===== src/shared/vecm_consts.vh =====
// Constants for the vector-magnitude change detector
`ifndef VECM_CONSTS_VH
`define VECM_CONSTS_VH
// ****************************************
// Register offsets
// ****************************************
`define OFS_CONFIG      8'h5F
`define OFS_THS_HIGH    8'h60
`define OFS_THS_LOW     8'h61
`define OFS_DEB_COUNT   8'h62
`define OFS_REFX_HIGH   8'h63
`define OFS_REFX_LOW    8'h64
`define OFS_REFY_HIGH   8'h65
`define OFS_REFY_LOW    8'h66
`define OFS_REFZ_HIGH   8'h67
`define OFS_REFZ_LOW    8'h68
`define OFS_INT_SOURCE  8'h0C
`define OFS_IRQ_STATUS  8'h70
`define OFS_IRQ_MASK    8'h71
// ****************************************
// Field positions
// ****************************************
`define CFG_LATCH_BIT   6
`define CFG_INITM_BIT   5
`define CFG_UPDM_BIT    4
`define CFG_EN_BIT      3
`define THS_CLRM_BIT    7
`define SRC_VECM_BIT    1
`define STS_EVENT_BIT   0
`define STS_TRIG_BIT    1
// ****************************************
// Reset values
// ****************************************
`define RST_BYTE        8'h00
`endif


===== src/core/vecm_distance.v =====
// Squared distance of a sample from a reference vector, one register stage
`timescale 1ns/10ps
module vecm_distance #(
  parameter W = 14
) (
  input  wire                clk_sys,
  input  wire                arst_n,
  input  wire signed [W-1:0] ax,
  input  wire signed [W-1:0] ay,
  input  wire signed [W-1:0] az,
  input  wire signed [W-1:0] rx,
  input  wire signed [W-1:0] ry,
  input  wire signed [W-1:0] rz,
  output reg  [2*W+2:0]      dist_sq_r
);
  wire signed [W:0] dx = {ax[W-1], ax} - {rx[W-1], rx};
  wire signed [W:0] dy = {ay[W-1], ay} - {ry[W-1], ry};
  wire signed [W:0] dz = {az[W-1], az} - {rz[W-1], rz};
  // Squares of W+1 signed bits fit 2W+1 unsigned; sum of three needs two more
  wire [2*W+1:0] sx = dx * dx;
  wire [2*W+1:0] sy = dy * dy;
  wire [2*W+1:0] sz = dz * dz;
  wire [2*W+2:0] sum = {1'b0, sx} + {1'b0, sy} + {1'b0, sz};

  always @(posedge clk_sys or negedge arst_n) begin
    if (!arst_n) begin
      dist_sq_r <= {(2*W+3){1'b0}};
    end else begin
      dist_sq_r <= sum;
    end
  end
endmodule // vecm_distance


===== src/core/vecm_detect.v =====
// Accelerometer vector-magnitude change detector with register port
//
// Chosen here: the strobed register port.
`timescale 1ns/10ps
`include "vecm_consts.vh"
module vecm_detect #(
  parameter W = 14
) (
  input  wire                clk_sys,
  input  wire                arst_n,
  input  wire [7:0]          reg_addr,
  input  wire [7:0]          reg_wdata,
  input  wire                reg_wr,
  input  wire                reg_rd,
  output reg  [7:0]          reg_rdata_r,
  input  wire                sample_valid,
  input  wire                hybrid_mode,
  input  wire signed [W-1:0] accel_x,
  input  wire signed [W-1:0] accel_y,
  input  wire signed [W-1:0] accel_z,
  output reg                 event_flag_r,
  output reg                 irq_r
);
  // ****************************************
  // Registers
  // ****************************************
  reg [7:0] cfg_r;
  reg [7:0] ths_high_r;
  reg [7:0] ths_low_r;
  reg [7:0] deb_count_r;
  reg [7:0] refx_high_r, refx_low_r;
  reg [7:0] refy_high_r, refy_low_r;
  reg [7:0] refz_high_r, refz_low_r;
  reg [1:0] irq_status_r;
  reg [1:0] irq_mask_r;

  wire latch_en  = cfg_r[`CFG_LATCH_BIT];
  wire init_sel  = cfg_r[`CFG_INITM_BIT];
  wire upd_hold  = cfg_r[`CFG_UPDM_BIT];
  wire det_en    = cfg_r[`CFG_EN_BIT];
  wire clr_mode  = ths_high_r[`THS_CLRM_BIT];
  // Threshold LSB is one output step, so comparison is in raw sample units
  wire [12:0] threshold = {ths_high_r[4:0], ths_low_r};

  wire signed [W-1:0] init_x = {refx_high_r[5:0], refx_low_r};
  wire signed [W-1:0] init_y = {refy_high_r[5:0], refy_low_r};
  wire signed [W-1:0] init_z = {refz_high_r[5:0], refz_low_r};

  wire wr_hit_ths = reg_wr && (reg_addr == `OFS_THS_HIGH);
  wire src_read   = reg_rd && (reg_addr == `OFS_INT_SOURCE);

  always @(posedge clk_sys or negedge arst_n) begin
    if (!arst_n) begin
      cfg_r       <= `RST_BYTE;
      ths_high_r  <= `RST_BYTE;
      ths_low_r   <= `RST_BYTE;
      deb_count_r <= `RST_BYTE;
      refx_high_r <= `RST_BYTE;
      refx_low_r  <= `RST_BYTE;
      refy_high_r <= `RST_BYTE;
      refy_low_r  <= `RST_BYTE;
      refz_high_r <= `RST_BYTE;
      refz_low_r  <= `RST_BYTE;
      irq_mask_r  <= 2'b00;
    end else if (reg_wr) begin
      case (reg_addr)
        `OFS_CONFIG:    cfg_r       <= reg_wdata;
        `OFS_THS_HIGH:  ths_high_r  <= reg_wdata;
        `OFS_THS_LOW:   ths_low_r   <= reg_wdata;
        `OFS_DEB_COUNT: deb_count_r <= reg_wdata;
        `OFS_REFX_HIGH: refx_high_r <= reg_wdata;
        `OFS_REFX_LOW:  refx_low_r  <= reg_wdata;
        `OFS_REFY_HIGH: refy_high_r <= reg_wdata;
        `OFS_REFY_LOW:  refy_low_r  <= reg_wdata;
        `OFS_REFZ_HIGH: refz_high_r <= reg_wdata;
        `OFS_REFZ_LOW:  refz_low_r  <= reg_wdata;
        `OFS_IRQ_MASK:  irq_mask_r  <= reg_wdata[1:0];
        default: ;
      endcase
    end
  end

  // ****************************************
  // Sample rate divider
  // ****************************************
  // In hybrid mode only every second sample drives the debounce counter
  reg  sample_phase_r;
  wire tick = sample_valid && (!hybrid_mode || sample_phase_r);

  always @(posedge clk_sys or negedge arst_n) begin
    if (!arst_n) begin
      sample_phase_r <= 1'b0;
    end else if (!hybrid_mode) begin
      sample_phase_r <= 1'b0;
    end else if (sample_valid) begin
      sample_phase_r <= ~sample_phase_r;
    end
  end

  // ****************************************
  // Reference vector
  // ****************************************
  reg signed [W-1:0] ref_x_r, ref_y_r, ref_z_r;
  reg                en_d_r;
  reg                trig_pulse_r;
  wire               en_rise = det_en && !en_d_r;

  always @(posedge clk_sys or negedge arst_n) begin
    if (!arst_n) begin
      ref_x_r <= {W{1'b0}};
      ref_y_r <= {W{1'b0}};
      ref_z_r <= {W{1'b0}};
      en_d_r  <= 1'b0;
    end else begin
      en_d_r <= det_en;
      if (en_rise) begin
        if (init_sel) begin
          ref_x_r <= init_x;
          ref_y_r <= init_y;
          ref_z_r <= init_z;
        end else begin
          ref_x_r <= accel_x;
          ref_y_r <= accel_y;
          ref_z_r <= accel_z;
        end
      end else if (det_en && upd_hold && init_sel) begin
        // Host may steer the reference live through the initial registers
        ref_x_r <= init_x;
        ref_y_r <= init_y;
        ref_z_r <= init_z;
      end else if (det_en && !upd_hold && trig_pulse_r) begin
        ref_x_r <= accel_x;
        ref_y_r <= accel_y;
        ref_z_r <= accel_z;
      end
    end
  end

  // ****************************************
  // Distance and debounce
  // ****************************************
  wire [2*W+2:0] dist_sq;

  vecm_distance #(
    .W (W)
  ) u_distance (
    .clk_sys   (clk_sys),
    .arst_n    (arst_n),
    .ax        (accel_x),
    .ay        (accel_y),
    .az        (accel_z),
    .rx        (ref_x_r),
    .ry        (ref_y_r),
    .rz        (ref_z_r),
    .dist_sq_r (dist_sq)
  );

  // Comparing squares avoids a square root; one-cycle lag of distance is negligible
  wire [25:0]    ths_sq = threshold * threshold;
  wire           above  = dist_sq > {{(2*W+3-26){1'b0}}, ths_sq};

  reg  [7:0] deb_cnt_r;
  reg        cond_r;
  wire       cnt_done = (deb_cnt_r >= deb_count_r);

  always @(posedge clk_sys or negedge arst_n) begin
    if (!arst_n) begin
      deb_cnt_r    <= 8'h00;
      cond_r       <= 1'b0;
      trig_pulse_r <= 1'b0;
    end else begin
      trig_pulse_r <= 1'b0;
      if (!det_en) begin
        deb_cnt_r <= 8'h00;
        cond_r    <= 1'b0;
      end else if (tick) begin
        if (above) begin
          // Longer than count: condition asserts on the sample after reaching it
          if (cnt_done) begin
            if (!cond_r) begin
              trig_pulse_r <= 1'b1;
            end
            cond_r <= 1'b1;
          end else begin
            deb_cnt_r <= deb_cnt_r + 8'h01;
          end
        end else if (clr_mode) begin
          deb_cnt_r <= 8'h00;
          cond_r    <= 1'b0;
        end else if (deb_cnt_r != 8'h00) begin
          deb_cnt_r <= deb_cnt_r - 8'h01;
        end else begin
          cond_r <= 1'b0;
        end
      end
    end
  end

  // ****************************************
  // Event flag, interrupt, read port
  // ****************************************
  always @(posedge clk_sys or negedge arst_n) begin
    if (!arst_n) begin
      event_flag_r <= 1'b0;
      irq_status_r <= 2'b00;
      irq_r        <= 1'b0;
      reg_rdata_r  <= 8'h00;
    end else begin
      if (!latch_en) begin
        event_flag_r <= cond_r;
      end else if (trig_pulse_r) begin
        event_flag_r <= 1'b1;
      end else if (src_read) begin
        event_flag_r <= 1'b0;
      end
      // Set wins over a same-cycle write-one clear
      irq_status_r[`STS_EVENT_BIT] <= (cond_r && !event_flag_r) ||
        (irq_status_r[`STS_EVENT_BIT] &&
         !(reg_wr && reg_addr == `OFS_IRQ_STATUS && reg_wdata[`STS_EVENT_BIT]));
      irq_status_r[`STS_TRIG_BIT] <= trig_pulse_r ||
        (irq_status_r[`STS_TRIG_BIT] &&
         !(reg_wr && reg_addr == `OFS_IRQ_STATUS && reg_wdata[`STS_TRIG_BIT]));
      irq_r <= |(irq_status_r & irq_mask_r);
      reg_rdata_r <= 8'h00;
      if (reg_rd) begin
        case (reg_addr)
          `OFS_CONFIG:     reg_rdata_r <= cfg_r;
          `OFS_THS_HIGH:   reg_rdata_r <= ths_high_r;
          `OFS_THS_LOW:    reg_rdata_r <= ths_low_r;
          `OFS_DEB_COUNT:  reg_rdata_r <= deb_count_r;
          `OFS_REFX_HIGH:  reg_rdata_r <= refx_high_r;
          `OFS_REFX_LOW:   reg_rdata_r <= refx_low_r;
          `OFS_REFY_HIGH:  reg_rdata_r <= refy_high_r;
          `OFS_REFY_LOW:   reg_rdata_r <= refy_low_r;
          `OFS_REFZ_HIGH:  reg_rdata_r <= refz_high_r;
          `OFS_REFZ_LOW:   reg_rdata_r <= refz_low_r;
          `OFS_INT_SOURCE: reg_rdata_r <= {6'b00_0000, event_flag_r, 1'b0};
          `OFS_IRQ_STATUS: reg_rdata_r <= {6'b00_0000, irq_status_r};
          `OFS_IRQ_MASK:   reg_rdata_r <= {6'b00_0000, irq_mask_r};
          default:         reg_rdata_r <= 8'h00;
        endcase
      end
    end
  end
endmodule // vecm_detect


===== config.mk =====
export PLATFORM = sky130hd
export DESIGN_NAME = vecm_detect
export DESIGN_NICKNAME = d
export VERILOG_FILES = /design/src/core/vecm_distance.v /design/src/core/vecm_detect.v
export VERILOG_INCLUDE_DIRS = /design/src /design/src/shared
export SDC_FILE = /design/constraint.sdc
export NUM_CORES = 2
export LEC_CHECK = 0
export BUFFER_PORTS_ARGS = -buffer_cell sky130_fd_sc_hd__buf_4
export CORE_MARGIN = 4
export CORE_UTILIZATION = 30
export DETAILED_ROUTE_END_ITERATION = 10
export HOLD_SLACK_MARGIN = 0.15
export MAX_ROUTING_LAYER = met4
export PLACE_DENSITY = 0.46
export SYNTH_ARGS = -nofsm -noshare
export SYNTH_HDL_FRONTEND = slang
export SYNTH_SLANG_ARGS = --single-unit

===== constraint.sdc =====
create_clock -name clk_sys -period 11.2 [get_ports clk_sys]
set_input_delay 1.12 -clock clk_sys [delete_from_list [all_inputs] [get_ports clk_sys]]
set_output_delay 1.12 -clock clk_sys [all_outputs]
set_load 0.005 [all_outputs]

# --- After elaboration in Yosys (flattened, before gate mapping) ---
# Cells that the tools add are included.
# W data, S select, Z words.
totals:
  output_inout_bits: 10
  reg_bits: 179
  wordCells: 133
classes:
  n_addsub: 7
  n_reduce_logical: 38
  muxes: 36
  bitwise_logic: 2
  eq_ne: 20
  multipliers: 4
  order_cmp: 2
op_table:
  columns: ["op", "n"]
  rows:
  - ["$mux W14", 12]
  - ["$pmux W8 S13", 1]
  - ["$eq A8 B7 Y1 const B", 12]
  - ["$mul A15 B15 Y30", 3]
  - ["$mux W8", 7]
  - ["$sub A14 B14 Y15", 3]
  - ["$add A30 B30 Y31", 1]
  - ["$add A31 B30 Y31", 1]
  - ["$gt A31 B26 Y1", 1]
  - ["$mul A13 B13 Y26", 1]
  - ["$reduce_and A2 Y1", 11]
  - ["$mux W1", 16]
  - ["$logic_and A1 B1 Y1", 13]
  - ["$add A8 B1 Y8 const B", 1]
  - ["$eq A8 B4 Y1 const B", 1]
  - ["$ge A8 B8 Y1", 1]
  - ["$reduce_bool A8 Y1", 1]
  - ["$sub A8 B1 Y8 const B", 1]
  - ["$logic_not A1 Y1", 6]
  - ["$reduce_and A3 Y1", 2]
  - ["$ne A4 B1 Y1 const B", 1]
  - ["$ne A4 B4 Y1 const B", 1]
  - ["$logic_or A1 B1 Y1", 3]
  - ["$ne A3 B1 Y1 const B", 1]
  - ["8 further kinds", 8]

# --- Logic depth before layout (Yosys ltp) ---
logic_depth:
  depth_word: 6
  depth_mapped: 45

# --- Modules after synthesis ---
# A second synthesis with hierarchy kept.
unflattened:
  hier_cells: 4334
  area_unflattened_um2: 39853.2
modules_own_cells:
  columns: ["module", "cells_each", "instances", "area_per_inst_um2"]
  rows:
  - ["vecm_distance", 3081, 1, 27466.3]
  - ["vecm_detect", 1253, 1, 12386.9]

# --- Worst setup path after synthesis ---
# No wires, ideal clock.
synth_path:
  path_kind: "input to register"
  startpoint: "input port accel_z[0]"
  endpoint: "register u_distance.dist_sq_r[30]"
  n_path_buf: 0
  required_time_ps: 11121
  t_arrival_ps: 10490
  setup_slack_ps: 631
  path_stages: 43
  cell_sequence: "inv_1 -> ha_1 -> inv_1 -> fa_1 -> a21o_1 -> a21oi_1 -> o21bai_1 -> o311ai_1 -> nand3_1 -> nor2_1 -> xnor2_1 -> inv_1 -> nor2_1 -> inv_1 -> fa_1 -> fa_1 -> inv_1 -> fa_1 -> [7 not listed] -> a221oi_1 -> nand2_1 -> a21o_1 -> a21o_1 -> a21oi_1 -> xor2_1 -> fa_1 -> inv_1 -> ha_1 -> o21ai_0 -> o21ai_0 -> nor4b_1 -> or3_1 -> a32o_1 -> o41ai_4 -> o21bai_1 -> o21ai_1 -> xor2_1"
synth_via:
  elab_chain_cells: 3
synth_rtl:
  columns: ["element", "line", "rtl"]
  rows:
  - ["from (decl)", "vecm_detect.v:20", "input wire signed [W-1:0] accel_z,"]
  - ["$sub A14 B14 Y15", "vecm_distance.v:18", "wire signed [W:0] dz = {az[W-1], az} - {rz[W-1], rz};"]
  - ["$mul A15 B15 Y30", "vecm_distance.v:22", "wire [2*W+1:0] sz = dz * dz;"]
  - ["$add A31 B30 Y31", "vecm_distance.v:23", "wire [2*W+2:0] sum = {1'b0, sx} + {1'b0, sy} + {1'b0, sz};"]
  - ["named net u_distance.sum[30]", "vecm_distance.v:23", null]
  - ["to (signal assigned)", "vecm_distance.v:27", "dist_sq_r <= {(2*W+3){1'b0}};"]
  - ["to (signal assigned)", "vecm_distance.v:29", "dist_sq_r <= sum;"]
  - ["to (decl)", "vecm_distance.v:14", "output reg [2*W+2:0] dist_sq_r"]
# The timed path passes the listed nets, and every way through them passes these cells.
# A chain may end at the register's enable or synchronous reset.

# --- Final worst setup path ---
layout_path:
  startpoint: "input port accel_z[0]"
  endpoint: "register u_distance.dist_sq_r[29]"
# Same word-level chain as after synthesis.

==> impl_metrics.prom <==
# TYPE chip_impl_metric gauge
chip_impl_metric{name="maxCapViolCount",unit=""} 0
chip_impl_metric{name="seq_area",unit="µm²"} 4480
chip_impl_metric{name="count_of_inserted_antenna_diode_cells",unit=""} 0
chip_impl_info{name="hold_path_class",value="reg2reg"} 1
chip_impl_metric{name="hold_slack",unit="ns"} 0.506
chip_impl_metric{name="place.detailed.hpwl",unit="µm"} 92700
chip_impl_metric{name="drive_gt1_share",unit="%"} 9.34
chip_impl_metric{name="synth-seq-cells",unit=""} 179
chip_impl_metric{name="post_synth_instance_area",unit="µm²"} 39700
chip_impl_metric{name="finalHoldViolCount",unit=""} 0
chip_impl_metric{name="ys.warnings.count",unit=""} 0
chip_impl_metric{name="drt_iter0_drc",unit=""} 1424
chip_impl_info{name="worst_r2r_startpoint",value="ref_x_r[1]"} 1
chip_impl_metric{name="post_drt_via_cell_ratio",unit=""} 4.57
chip_impl_metric{name="fmaxAchievable",unit="GHz"} 0.0941
chip_impl_info{name="cts_root_buf",value="sky130_fd_sc_hd__clkbuf_16"} 1
chip_impl_metric{name="avgSynthCellArea",unit="µm²"} 9.29
chip_impl_metric{name="synth-seq-area-share",unit="%"} 11.3
chip_impl_metric{name="placeableCoreArea",unit="µm²"} 131000
chip_impl_metric{name="utilization",unit="%"} 33.3
chip_impl_metric{name="floorplan.die_area",unit="µm²"} 138000
chip_impl_metric{name="globalRouteTotalUtil",unit="%"} 16.6
chip_impl_metric{name="fill_cells",unit=""} 13873
chip_impl_info{name="synth_commonest_cells",value="sky130_fd_sc_hd__inv_1, sky130_fd_sc_hd__fa_1, sky130_fd_sc_hd__ha_1"} 1
chip_impl_metric{name="synth_cell_type_count",unit=""} 92
chip_impl_metric{name="initial_utilization",unit="%"} 30.2
chip_impl_info{name="crit_path_frequent_cell",value="sky130_fd_sc_hd__inv_1"} 1
chip_impl_metric{name="cts-hold-fix-buffers",unit=""} 0
chip_impl_metric{name="antenna_violations_before_repair",unit=""} 2
chip_impl_metric{name="total_of_endpoints_with_negative_setup_slack_in_the_final_report",unit=""} 0
chip_impl_info{name="setup.worst_path.end_class",value="flip-flop"} 1
chip_impl_metric{name="std_cell_rows",unit=""} 133
chip_impl_metric{name="finalNetCount",unit=""} 5624
chip_impl_metric{name="grt_overflow",unit=""} 0
chip_impl_metric{name="i_o_pin_count",unit=""} 74
chip_impl_metric{name="synth_top_cell_area_share",unit="%"} 36.1
chip_impl_metric{name="worstPathArrival",unit="ns"} 11.03
chip_impl_metric{name="routedWlPerCell",unit="µm"} 17.4
chip_impl_info{name="synthTopCellsByArea",value="sky130_fd_sc_hd__fa_1, sky130_fd_sc_hd__ha_1, sky130_fd_sc_hd__dfrtp_1, sky130_fd_sc_hd__inv_1, sky130_fd_sc_hd__nand2_1"} 1
chip_impl_info{name="tritoncts",value="done"} 1
chip_impl_metric{name="slew_viol_final",unit=""} 0
chip_impl_metric{name="clockBufferDepth",unit=""} 2
chip_impl_info{name="yosys.area.top_type",value="sky130_fd_sc_hd__fa_1"} 1
chip_impl_metric{name="cts.sinks",unit=""} 179
chip_impl_metric{name="area_taken_by_multi_input_logic_gates",unit="µm²"} 30700
chip_impl_metric{name="grt_start_max_net_pins",unit=""} 109
chip_impl_metric{name="async_reset_ff_share",unit="%"} 100
chip_impl_metric{name="cts.clk_slew.worst_paths",unit="ns"} 0.08
chip_impl_metric{name="grt_first_pass_wirelength",unit="µm"} 173000
chip_impl_metric{name="wirelength",unit="µm"} 107000
chip_impl_metric{name="area_growth_syn_to_layout",unit="%"} 10.5
chip_impl_metric{name="ant_nets",unit=""} 0
chip_impl_metric{name="synth_edf_count",unit=""} 0
chip_impl_info{name="timing.setup.critical_path_class",value="in2reg"} 1
chip_impl_info{name="worstSetupStartpoint",value="accel_z[0]"} 1
chip_impl_metric{name="place.port_buffers",unit=""} 73
chip_impl_metric{name="min_period",unit="ns"} 10.62
chip_impl_metric{name="die_height",unit="µm"} 372
chip_impl_metric{name="initial_drt_pass_iterations",unit=""} 8
chip_impl_info{name="run_status",value="finished, final reports clean"} 1
chip_impl_info{name="synth.most_common_cell",value="sky130_fd_sc_hd__inv_1"} 1
chip_impl_metric{name="syn_nets",unit=""} 5481
chip_impl_metric{name="max_transition_margin",unit="%"} 32.4
chip_impl_metric{name="grt_pass1_vias",unit=""} 30304
chip_impl_info{name="cpMaxStageDelayCell",value="sky130_fd_sc_hd__fa_1"} 1
chip_impl_metric{name="deepest_level_of_the_cts_h_tree",unit=""} 4
chip_impl_info{name="dominantRegCellSynth",value="sky130_fd_sc_hd__dfrtp_1"} 1
chip_impl_metric{name="detail_route.drc_violations",unit=""} 0
chip_impl_metric{name="clock_latency",unit="ns"} 0.49
chip_impl_metric{name="postSynthCellCount",unit=""} 4267
chip_impl_info{name="startpoint_types",value="input port"} 1
chip_impl_metric{name="die-width",unit="µm"} 372
chip_impl_metric{name="num_vias",unit=""} 28248
chip_impl_metric{name="required",unit="ns"} 11.60
chip_impl_metric{name="fin_skew",unit="ns"} 0.0186
chip_impl_info{name="hold_path_startpoint",value="cfg_r[6]"} 1
chip_impl_metric{name="cts_buffers",unit=""} 17
chip_impl_metric{name="crit_path_max_incr_delay",unit="ns"} 0.52
chip_impl_metric{name="gp_congestion",unit=""} 0.859
chip_impl_metric{name="timing.final.crit_share",unit="%"} 94.8
chip_impl_metric{name="max_slew.worst_pin.slew",unit="ns"} 1.01
chip_impl_metric{name="critical_path.max_fanout",unit=""} 5
## through the flow
step	setup WS, ns	std cells	TNS [ns]	area [µm²]
2_1_floorplan	0.631	4267	0	39700
3_3_place_gp	0.0902	6142	0	43100
3_5_place_dp	0.000610	6142	0	43100
4_1_cts	0.510	6173	0	43700
5_1_grt	-0.00744	6177	-0.00744	43800
6_report	0.578	6177	0	43800
## cells by family after synthesis
group           count (synthesis)  synth area share, %
mux                           135                 3.69
xor+xnor                      196                 4.42
flops                         179                 11.3
simple gates                  884                 10.3
compound gates                527                 9.10
fa+ha+maj                    1150                 49.8
buf+inv                      1196                 11.4
## final timing paths
check / slack (ns) / cells past startpoint / endpoint
setup / recovery: 0.58 / 45 / u_distance.dist_sq_r[29]
hold / removal: 0.51 / 1 / event_flag_r
setup reg to reg: 0.99 / 40 / u_distance.dist_sq_r[30]
hold reg to reg: 0.51 / 1 / event_flag_r
max in group asynchronous: 8.85 / 2 / ref_y_r[11]
min in group asynchronous: 0.75 / 1 / trig_pulse_r
## cell usage in the layout (no fill, tap or decap), types with 33 or more instances in the layout
master and n:
sky130_fd_sc_hd__mux2i_1 45, sky130_fd_sc_hd__a21o_1 68, sky130_fd_sc_hd__nor3_1 34, sky130_fd_sc_hd__inv_1 1081
sky130_fd_sc_hd__and2_1 74, sky130_fd_sc_hd__fa_1 715, sky130_fd_sc_hd__xor2_1 78, sky130_fd_sc_hd__xnor2_1 112
sky130_fd_sc_hd__dfrtp_1 179, sky130_fd_sc_hd__o21ai_0 59, sky130_fd_sc_hd__ha_1 433, sky130_fd_sc_hd__mux2_2 90
sky130_fd_sc_hd__buf_4 217, sky130_fd_sc_hd__nor2_1 274, sky130_fd_sc_hd__a21oi_1 170, sky130_fd_sc_hd__nand2_1 317
sky130_fd_sc_hd__nor2b_1 33
## metal layers
metal | share of wire, % | GRT usage, % | vias up
met2 | 50 | 28.2 | 370
met5 | 0 | - | -
met3 | 2.8 | 1.40 | 59
li1 | - | - | 13512
met1 | 46 | 21.9 | 14307
met4 | 1.7 | 3.11 | 0
## area by class of cell
class	count	area share, %
Multi-Input combinational cell	2892	70.1
Sequential cell	179	10.2
Inverter	1100	9.43
Tap cell	1755	5.01
Timing Repair Buffer	220	3.82
Clock buffer	17	0.971
Clock inverter	14	0.431
## worst max-delay path: cells and delay by family
family | cells | cell delay (ns)
fa+ha+maj | 11 | 4.49
compound gates | 17 | 3.63
buf+inv | 12 | 0.95
xor+xnor | 3 | 0.45
simple gates | 2 | 0.36
## state kept, by name (all words and copies together), names as in the netlist
register	count
cfg_r	8
cond_r	1
deb_cnt_r	8
deb_count_r	8
en_d_r	1
event_flag_r	1
irq_mask_r	2
irq_r	1
irq_status_r	2
ref_x_r	14
ref_y_r	14
ref_z_r	14
refx_high_r	8
refx_low_r	8
refy_high_r	8
refy_low_r	8
refz_high_r	8
refz_low_r	8
reg_rdata_r	8
sample_phase_r	1
ths_high_r	8
ths_low_r	8
trig_pulse_r	1
u_distance.dist_sq_r	31
## timing repair
item / 4_1_cts / 5_1_grt
endpoints found under the hold margin: 0 / 0
setup buffers: 0 / 4
gates resized for setup: 0 / 15
endpoints found under the setup margin: 0 / 5
Power is left out: the tool's default activity adds up to more than one toggle a clock period on the data nets, which glitch-free logic cannot reach.
